==> src/bcfb_pkg.sv <==
package bcfb_pkg;

  // widths of the datapath
  localparam int unsigned INSTR_W = 16;
  localparam int unsigned DADDR_W = 12;
  localparam int unsigned PC_W    = 21;
  localparam int unsigned BANK_W  = 4;

  // instruction encodings
  localparam logic [3:0] BIT_CLEAR_PREFIX   = 4'h9;
  localparam logic [7:0] BR_NEG_PREFIX      = 8'hE6;
  localparam logic [7:0] BR_NO_CARRY_PREFIX = 8'hE3;

  // operand field positions
  localparam int unsigned BIT_SEL_LSB = 9;
  localparam int unsigned BANK_BIT    = 8;

  // access bank split and indexed literal offset limit
  localparam logic [7:0]         ACCESS_SPLIT = 8'h80;
  localparam logic [7:0]         ILO_LIMIT    = 8'h5F;
  localparam logic [DADDR_W-1:0] ACCESS_HI    = 12'hF00;
  localparam logic [DADDR_W-1:0] ACCESS_LO    = 12'h000;

  // q phase numbers inside one instruction cycle
  localparam logic [1:0] PH_Q1 = 2'h0;
  localparam logic [1:0] PH_Q2 = 2'h1;
  localparam logic [1:0] PH_Q3 = 2'h2;
  localparam logic [1:0] PH_Q4 = 2'h3;

  // value after reset of registers
  localparam logic [DADDR_W-1:0] ADDR_RST   = 12'h000;
  localparam logic [PC_W-1:0]    TARGET_RST = 21'h00_0000;

  // operation being executed
  typedef enum logic [2:0] {
    OP_NONE,
    OP_BIT_CLEAR,
    OP_BR_NEG,
    OP_BR_NO_CARRY,
    OP_FLUSH
  } bcfb_op_t;

  // whole state of the executer
  typedef struct packed {
    logic [1:0]         phase;
    bcfb_op_t           op;
    logic [2:0]         bit_sel;
    logic [DADDR_W-1:0] addr;
    logic [7:0]         data;
    logic [7:0]         offs;
    logic               taken;
    logic [PC_W-1:0]    target;
    logic               flush_pend;
  } bcfb_state_t;

endpackage

==> src/bcfb_exec.sv <==
`timescale 1ns/1ns
// Operation
// RULE1 - bit clear forces bit b of the addressed file register to zero, keeping the other bits.
// RULE2 - with bank bit zero the address is resolved inside the fixed access bank.
// RULE3 - with bank bit one the upper address bits come from the bank select register.
// RULE4 - with extended set on, bank bit zero and address up to 95 the operand is an indexed literal offset.
// RULE5 - a taken branch goes to the incremented program counter plus twice the sign-extended offset.
// RULE6 - branch on negative is taken only when the negative flag is one.
// RULE7 - branch on no carry is taken only when the carry flag is zero.
// RULE8 - a branch takes one cycle when not taken and two when taken, the second one flushing.
// RULE9 - each branch is one word, so falling through means the next sequential word.
// RULE10 - none of these instructions changes any arithmetic status flag.
// RULE11 - decode in q1, read in q2, process in q3, write register or program counter in q4.
module bcfb_exec (
  // clock and reset
  input  wire logic                         clk_sys_i,
  input  wire logic                         sys_rst_i,
  // instruction from fetch, sampled in q1
  input  wire logic [bcfb_pkg::INSTR_W-1:0] instr_i,
  input  wire logic                         instr_valid_i,
  // core state
  input  wire logic [bcfb_pkg::PC_W-1:0]    pc_i,
  input  wire logic                         flag_neg_i,
  input  wire logic                         flag_carry_i,
  input  wire logic                         ext_set_en_i,
  input  wire logic [bcfb_pkg::BANK_W-1:0]  bank_select_register_i,
  input  wire logic [bcfb_pkg::DADDR_W-1:0] index_base_i,
  // data memory
  output logic      [bcfb_pkg::DADDR_W-1:0] mem_addr_o,
  output logic                              mem_rd_o,
  input  wire logic [7:0]                   mem_rdata_i,
  output logic                              mem_wr_o,
  output logic      [7:0]                   mem_wdata_o,
  // program counter
  output logic                              pc_load_o,
  output logic      [bcfb_pkg::PC_W-1:0]    pc_target_o,
  // pipeline and status
  output logic                              flush_o,
  output logic      [1:0]                   q_phase_o,
  output logic                              status_we_o
);

  bcfb_pkg::bcfb_state_t st_reg;
  bcfb_pkg::bcfb_state_t st_next;

  // decode helpers for the instruction word
  logic                         is_bit_clear;
  logic                         is_br_neg;
  logic                         is_br_no_carry;
  logic                         is_branch;
  logic [2:0]                   bit_field;
  logic [7:0]                   f_addr;
  logic                         bank_bit;

  // candidate addresses of the three addressing modes
  logic [bcfb_pkg::DADDR_W-1:0] banked_addr;
  logic [bcfb_pkg::DADDR_W-1:0] indexed_addr;
  logic [bcfb_pkg::DADDR_W-1:0] access_addr;
  logic                         use_indexed;
  logic [bcfb_pkg::DADDR_W-1:0] res_addr;

  // phase decode of the running instruction cycle
  logic                         in_q1;
  logic                         in_q2;
  logic                         in_q4;

  // branch condition and arithmetic
  logic                         take_on_neg;
  logic                         take_on_no_carry;
  logic                         cond_ok;
  logic                         op_is_branch;
  logic [bcfb_pkg::PC_W-1:0]    offs_ext;
  logic [bcfb_pkg::PC_W-1:0]    br_target;

  // bit clear datapath
  logic [7:0]                   clr_mask;
  logic [7:0]                   cleared_data;

  // opcode prefixes and operand fields of the fetched word
  assign is_bit_clear   = (instr_i[15:12] == bcfb_pkg::BIT_CLEAR_PREFIX);   // [RULE1]
  assign is_br_neg      = (instr_i[15:8] == bcfb_pkg::BR_NEG_PREFIX);       // [RULE6]
  assign is_br_no_carry = (instr_i[15:8] == bcfb_pkg::BR_NO_CARRY_PREFIX);  // [RULE7]
  assign is_branch      = is_br_neg || is_br_no_carry;
  assign bit_field      = instr_i[bcfb_pkg::BIT_SEL_LSB +: 3];
  assign f_addr         = instr_i[7:0];
  assign bank_bit       = instr_i[bcfb_pkg::BANK_BIT];

  // bank select register supplies the upper address bits
  assign banked_addr  = {bank_select_register_i, f_addr};                   // [RULE3]
  // index base plus literal offset, wraps at the top of data memory
  assign indexed_addr = index_base_i + {4'h0, f_addr};                      // [RULE4]
  assign use_indexed  = ext_set_en_i && (f_addr <= bcfb_pkg::ILO_LIMIT);    // [RULE4]
  // lower half of the access bank is low memory, upper half the top page
  assign access_addr  = (f_addr >= bcfb_pkg::ACCESS_SPLIT) ? (bcfb_pkg::ACCESS_HI | {4'h0, f_addr})
                                                          : (bcfb_pkg::ACCESS_LO | {4'h0, f_addr}); // [RULE2]

  // file address resolution, bank bit first, then indexed, then access bank
  always_comb begin
    if (bank_bit) begin
      res_addr = banked_addr;                                               // [RULE3]
    end else if (use_indexed) begin
      res_addr = indexed_addr;                                              // [RULE4]
    end else begin
      res_addr = access_addr;                                               // [RULE2]
    end
  end

  // phase strobes from the phase counter
  assign in_q1 = (st_reg.phase == bcfb_pkg::PH_Q1);
  assign in_q2 = (st_reg.phase == bcfb_pkg::PH_Q2);
  assign in_q4 = (st_reg.phase == bcfb_pkg::PH_Q4);

  // flag tests of the two branches
  assign take_on_neg      = flag_neg_i;                                     // [RULE6]
  assign take_on_no_carry = !flag_carry_i;                                  // [RULE7]

  // branch condition per operation
  always_comb begin
    case (st_reg.op)
      bcfb_pkg::OP_BR_NEG:      cond_ok = take_on_neg;                      // [RULE6]
      bcfb_pkg::OP_BR_NO_CARRY: cond_ok = take_on_no_carry;                 // [RULE7]
      default:                  cond_ok = 1'b0;
    endcase
  end

  // offset doubled and sign extended to counter width, added to the incremented counter
  assign op_is_branch = (st_reg.op == bcfb_pkg::OP_BR_NEG) || (st_reg.op == bcfb_pkg::OP_BR_NO_CARRY);
  assign offs_ext     = {{12{st_reg.offs[7]}}, st_reg.offs, 1'b0};          // [RULE5]
  assign br_target    = pc_i + offs_ext;                                    // [RULE5]

  // one-hot mask of the bit to clear, one lane per data bit
  for (genvar gi = 0; gi < 8; gi++) begin : g_clr_mask
    assign clr_mask[gi] = (st_reg.bit_sel == 3'(gi));                       // [RULE1]
  end

  // other bits pass unchanged
  assign cleared_data = st_reg.data & ~clr_mask;                            // [RULE1]

  // next state: four q phases per instruction cycle
  always_comb begin
    st_next       = st_reg;
    st_next.phase = st_reg.phase + 2'h1;
    case (st_reg.phase)
      bcfb_pkg::PH_Q1: begin
        // decode; a new word is only looked at outside the flush cycle
        st_next.taken = 1'b0;
        if (st_reg.flush_pend) begin
          // idle cycle after a taken branch, fetched word is dropped
          st_next.op         = bcfb_pkg::OP_FLUSH;                       // [RULE8]
          st_next.flush_pend = 1'b0;
        end else if (instr_valid_i && is_bit_clear) begin
          st_next.op      = bcfb_pkg::OP_BIT_CLEAR;                       // [RULE11]
          st_next.bit_sel = bit_field;
          st_next.addr    = res_addr;
        end else if (instr_valid_i && is_branch) begin
          st_next.op   = is_br_neg ? bcfb_pkg::OP_BR_NEG : bcfb_pkg::OP_BR_NO_CARRY;
          st_next.offs = instr_i[7:0];                                    // [RULE11]
        end else begin
          // unknown or absent word runs as an empty cycle
          st_next.op = bcfb_pkg::OP_NONE;
        end
      end
      bcfb_pkg::PH_Q2: begin
        // read the register while the read strobe stands
        if (st_reg.op == bcfb_pkg::OP_BIT_CLEAR) begin
          st_next.data = mem_rdata_i;                                     // [RULE11]
        end
      end
      bcfb_pkg::PH_Q3: begin
        if (st_reg.op == bcfb_pkg::OP_BIT_CLEAR) begin
          st_next.data = cleared_data;                                    // [RULE1]
        end else if (op_is_branch) begin
          // pc_i already points at the next word, so untaken falls through
          st_next.taken  = cond_ok;                                       // [RULE9]
          st_next.target = br_target;                                     // [RULE5]
        end
      end
      default: begin
        // q4: write back or load the counter, and arm the flush
        if (st_reg.taken) begin
          st_next.flush_pend = 1'b1;                                      // [RULE8]
        end
      end
    endcase
  end

  // state register
  always_ff @(posedge clk_sys_i) begin
    if (sys_rst_i) begin
      st_reg.phase      <= bcfb_pkg::PH_Q1;
      st_reg.op         <= bcfb_pkg::OP_NONE;
      st_reg.bit_sel    <= 3'h0;
      st_reg.addr       <= bcfb_pkg::ADDR_RST;
      st_reg.data       <= 8'h00;
      st_reg.offs       <= 8'h00;
      st_reg.taken      <= 1'b0;
      st_reg.target     <= bcfb_pkg::TARGET_RST;
      st_reg.flush_pend <= 1'b0;
    end else begin
      st_reg <= st_next;
    end
  end

  // read strobe for the whole q2 of a bit clear
  assign mem_rd_o    = (st_reg.op == bcfb_pkg::OP_BIT_CLEAR) && in_q2;                           // [RULE11]

  // write strobe for the whole q4 of a bit clear
  assign mem_wr_o    = (st_reg.op == bcfb_pkg::OP_BIT_CLEAR) && in_q4;                           // [RULE11]

  // counter load in q4 of a taken branch
  assign pc_load_o   = st_reg.taken && in_q4;                                                    // [RULE11]

  // flush covers q1 to q4 of the idle cycle; in its q1 the op still names the branch
  assign flush_o     = (st_reg.flush_pend && in_q1) || ((st_reg.op == bcfb_pkg::OP_FLUSH) && !in_q1); // [RULE8]

  // phase and flag write enable
  assign q_phase_o   = st_reg.phase;
  assign status_we_o = 1'b0;                                   // flags never written [RULE10]

  // data outputs straight from the state flops
  assign mem_addr_o  = st_reg.addr;
  assign mem_wdata_o = st_reg.data;
  assign pc_target_o = st_reg.target;

endmodule

==> config.mk <==
export PLATFORM = sky130hd
export DESIGN_NAME = bcfb_exec
export DESIGN_NICKNAME = d
export VERILOG_FILES = /design/src/bcfb_pkg.sv /design/src/bcfb_exec.sv
export SDC_FILE = /design/constraint.sdc
export NUM_CORES = 1
export LEC_CHECK = 0
export ABC_CLOCK_PERIOD_IN_PS = 3100
export BUFFER_PORTS_ARGS = -buffer_cell sky130_fd_sc_hd__buf_2
export CORE_MARGIN = 2
export CORE_UTILIZATION = 40
export CTS_BUF_LIST = sky130_fd_sc_hd__clkbuf_4 sky130_fd_sc_hd__clkbuf_8
export CTS_CLUSTER_DIAMETER = 150
export DETAILED_ROUTE_END_ITERATION = 7
export SLEW_MARGIN = 15
export SYNTH_ARGS = -nofsm -noshare
export SYNTH_HDL_FRONTEND = slang
export SYNTH_SLANG_ARGS = --single-unit
==> constraint.sdc <==
create_clock -name clk_sys_i -period 3.1 [get_ports clk_sys_i]
set_clock_uncertainty 0.15 [all_clocks]
set_input_delay 0.465 -clock clk_sys_i [delete_from_list [all_inputs] [get_ports clk_sys_i]]
set_output_delay 0.465 -clock clk_sys_i [all_outputs]
set_load 0.005 [all_outputs]
==> key figures <==
Place
  • Dpl ws: roughly 380 ps
  • Inst Count DP: 689
  • IO Port Bufs: 113
  • HPWL Detailed: about 7600 µm
  • Gpl congestion: slightly above 0.8

Logic synthesis
  • Syn Area/Cell: 8.087 µm²
  • Register bit total from synthesis: 59
  • Post-synthesis sequential area ratio: between 20% and 30%
  • Synth warnings: 0
  • XOR/XNOR Fraction of Synth Area: 4.803%
  • Post-synth EDFFs: 0
  • Post-synthesis mux area share: roughly 3%
  • Post-Syn Area: 4011 µm²
  • Post-synthesis compound-gate area fraction: 23.77%
  • Ys flop type: dfxtp_1
  • Syn Nets: a little under 600
  • Combinational family with the most area after synthesis: compound AO/OA/AOI/OAI gates
  • Async SR Flop Fraction: 0%
  • Adder-cell share of the synthesized area: 10.67%
  • Post-synth cell types: 53
  • Post-synthesis simple-gate area fraction: roughly 17%
  • Synth Instances: 496

Worst setup path
  • Startpoint types: flip-flop
  • Crit-path slowest cell: fa_1
  • CP max FO: 3
  • CP top delay family: compound AO/OA/AOI/OAI gates
  • Crit-path cells: ha_1 > fa_1 > a211oi_2 > o21ai_1 > nand2_1 > o21ai_1 > a221oi_2 > xnor2_1 > a22o_1
  • Worst EP arrival: around 2500 ps
  • Crit path required time: 3180 ps
  • CP most frequent cell: o21ai_1
  • CP Capture Type: flip-flop
  • CP bufs+invs: 0
  • CP max stage delay: 440 ps
  • Kind of critical path: flip-flop to flip-flop

Global routing
  • GRT Overall Usage: 18.34%
  • Grt total ovfl: 0
  • First-pass GRT wire length: 16260 µm
  • Vias in the first global route: 3404
  • Largest net degree at the start of global routing: 25
  • Initial antenna violation count: 0

Power
  • Net Sw Frac: 27.77%
  • Max IR drop VDD: 0.2602 mV
  • Clock power share: between 40 and 50%
  • P_sw: ~520 µW
  • Power per Cell Area: 404.7 nW/µm²
  • Power share of the sequential group: 41.7%
  • Combinational share of power: 15.0%
  • Lkg Pwr: roughly 2.1 nW
  • P_int: approximately 1.4 mW

Final layout
  • FILL cells: 1013
  • Leading cell types in the layout, fill and taps excluded: buf_2, dfxtp_1, nand2_1, nor2_1, a21oi_1
  • Diode count: 0
  • Fin util: a little under half
  • Most common cell after layout, fill and taps aside: buf_2
  • Largest register FFs: 21
  • Area Growth Syn to Fin: 15.53%
  • Layout Nets: 667
  • Fin cells: 705
  • Share of layout cells above drive strength 1: 25.70%

Timing
  • # setup viols final: 0
  • Fin. max-slew vios: 0
  • Fin Hold WS: 197.3 ps
  • Tmin final: about 2400 ps
  • Worst-margin pin slew: slightly below 600 ps
  • TNS Setup: 0 ps
  • Final Cycle Share: about four fifths
  • Fmax: 408.5 MHz
  • Hold Fails Final Rpt: 0
  • Fin worst setup slack: 652.0 ps
  • Slew HR: 60.90%
  • RSZ-0062 raised after global routing: false

Detailed routing
  • Starting DRC count in detailed routing: roughly 150
  • Avg WL per Cell: ~14 µm
  • Met1 WL: 4726 µm
  • Metal2 WL: 4408 µm
  • Detail Route Antenna Nets: 0
  • Met3 WL: 410 µm
  • Routed wire length: 9646 µm
  • Via density: 5.057
  • Initial DRT Pass Iterations: 4
  • Top Metal Used: met4
  • Vias: 3565
  • Remaining DRCs: 0

Floorplanning
  • Top-Level Pins: 115
  • Die area: approximately 11000 µm²
  • Row cnt: 36
  • Starting density of the core: 41.04%
  • Total core area: 9774 µm²
  • Die X-Extent: approximately 100 µm
  • Die Ht: 104.1 µm

Clock network
  • CTS Root Cell: clkbuf_8
  • Worst skew pair latency: 350 ps
  • Post-CTS setup buffer count: 0
  • CTS max path bufs: 2
  • CTS sink cnt: a little under 60
  • Worst-path clk slew: 80 ps
  • TritonCTS clock tree: built
  • Number of H-tree levels: 3
  • CTS hold repair buffers: 0
  • PostCTS Resize Cnt: 0
  • Cts bufs inserted: 9

Job
  • # Max-Cap Violations: 0

Min path
  • Worst Hold Class: primary input to flip-flop

Outcome
  • Outcome: complete, no violations
==> area by class of cell <==
| cell class | count | area (µm²) | area share, % |
|---|---|---|---|
| Inverter | 13 | 48.80 | 1.053 |
| Clock inverter | 7 | 100.1 | 2.160 |
| Sequential cell | 59 | 1181 | 25.49 |
| Timing Repair Buffer | 121 | 625.6 | 13.50 |
| Clock buffer | 9 | 123.9 | 2.673 |
| Tap cell | 133 | 166.4 | 3.591 |
| Multi-Input combinational cell | 363 | 2389 | 51.54 |
==> tightest hold or removal path, cell delays in order <==
cell and delay, ps:
buf_2 90, nand2_1 40, a21oi_1 50
==> per-stage QoR <==
stage / cell area (µm²) / power, mW
after floorplan: 4011 / 0.9932
after global placement: 4410 / 1.079
after detailed placement: 4410 / 1.081
after CTS: 4634 / 1.890
after global routing: 4634 / 1.974
final: 4634 / 1.875
==> power by group through the flow <==
stage                     logic, mW  clock network (mW)  registers (mW)
after global routing          0.322               0.868           0.784
after global placement        0.280                   0           0.799
final                         0.282               0.812           0.782
after floorplan               0.196                   0           0.797
after CTS                     0.284               0.825           0.782
after detailed placement      0.281                   0           0.799
==> path summary, 6_finish.rpt <==
| path | start | end | slack [ps] | depth (start not counted) |
|---|---|---|---|---|
| max reg2reg | offs_ext[1] | pc_target_o[19] | 650 | 9 |
| max | offs_ext[1] | pc_target_o[19] | 650 | 9 |
| min | mem_rdata_i[3] | mem_wdata_o[3] | 200 | 3 |
| min reg2reg | pc_target_o[11] | pc_target_o[11] | 300 | 2 |
==> cell families after synthesis <==
kind of cell,count (synthesis)
and+or+nand+nor,147
adders and majority gates,33
AOI/OAI and AO/OA,148
other,1
DFF,59
muxes,12
buffers and inverters,74
xor gates and xnor gates,22
==> per-layer routing <==
metal | global-route usage, % | vias up
li1 | - | 1865
met1 | 24.30 | 1613
met2 | 29.93 | 77
met3 | 4.135 | 10
met4 | 5.212 | 0
met5 | 0 | -
==> Yosys cell counts, types with 3 or more instances <==
library cell | count | share of area (%)
ha_1 | 31 | 9.7
nand3_1 | 7 | 0.87
o31ai_1 | 5 | 0.94
a22o_1 | 5 | 1.1
o21ai_0 | 26 | 3.2
xnor2_1 | 17 | 3.7
a31oi_1 | 5 | 0.78
clkbuf_1 | 12 | 1.1
o211ai_1 | 4 | 0.75
a21o_1 | 10 | 1.9
or3_1 | 4 | 0.62
a211oi_1 | 14 | 2.6
xor2_1 | 5 | 1.1
nor2_1 | 50 | 4.7
o21ai_1 | 5 | 0.62
buf_4 | 44 | 8.2
o21bai_1 | 3 | 0.56
nor3_1 | 5 | 0.62
mux2i_1 | 12 | 3.0
nand4_1 | 4 | 0.62
dfxtp_1 | 59 | 29
nand2_1 | 54 | 5.1
buf_2 | 3 | 0.37
and2_1 | 3 | 0.47
inv_1 | 13 | 1.2
a21oi_1 | 47 | 5.9
nor2b_1 | 6 | 0.94
o21a_1 | 4 | 0.75
a311oi_1 | 4 | 0.87
Power figures use the tool's default switching activity.
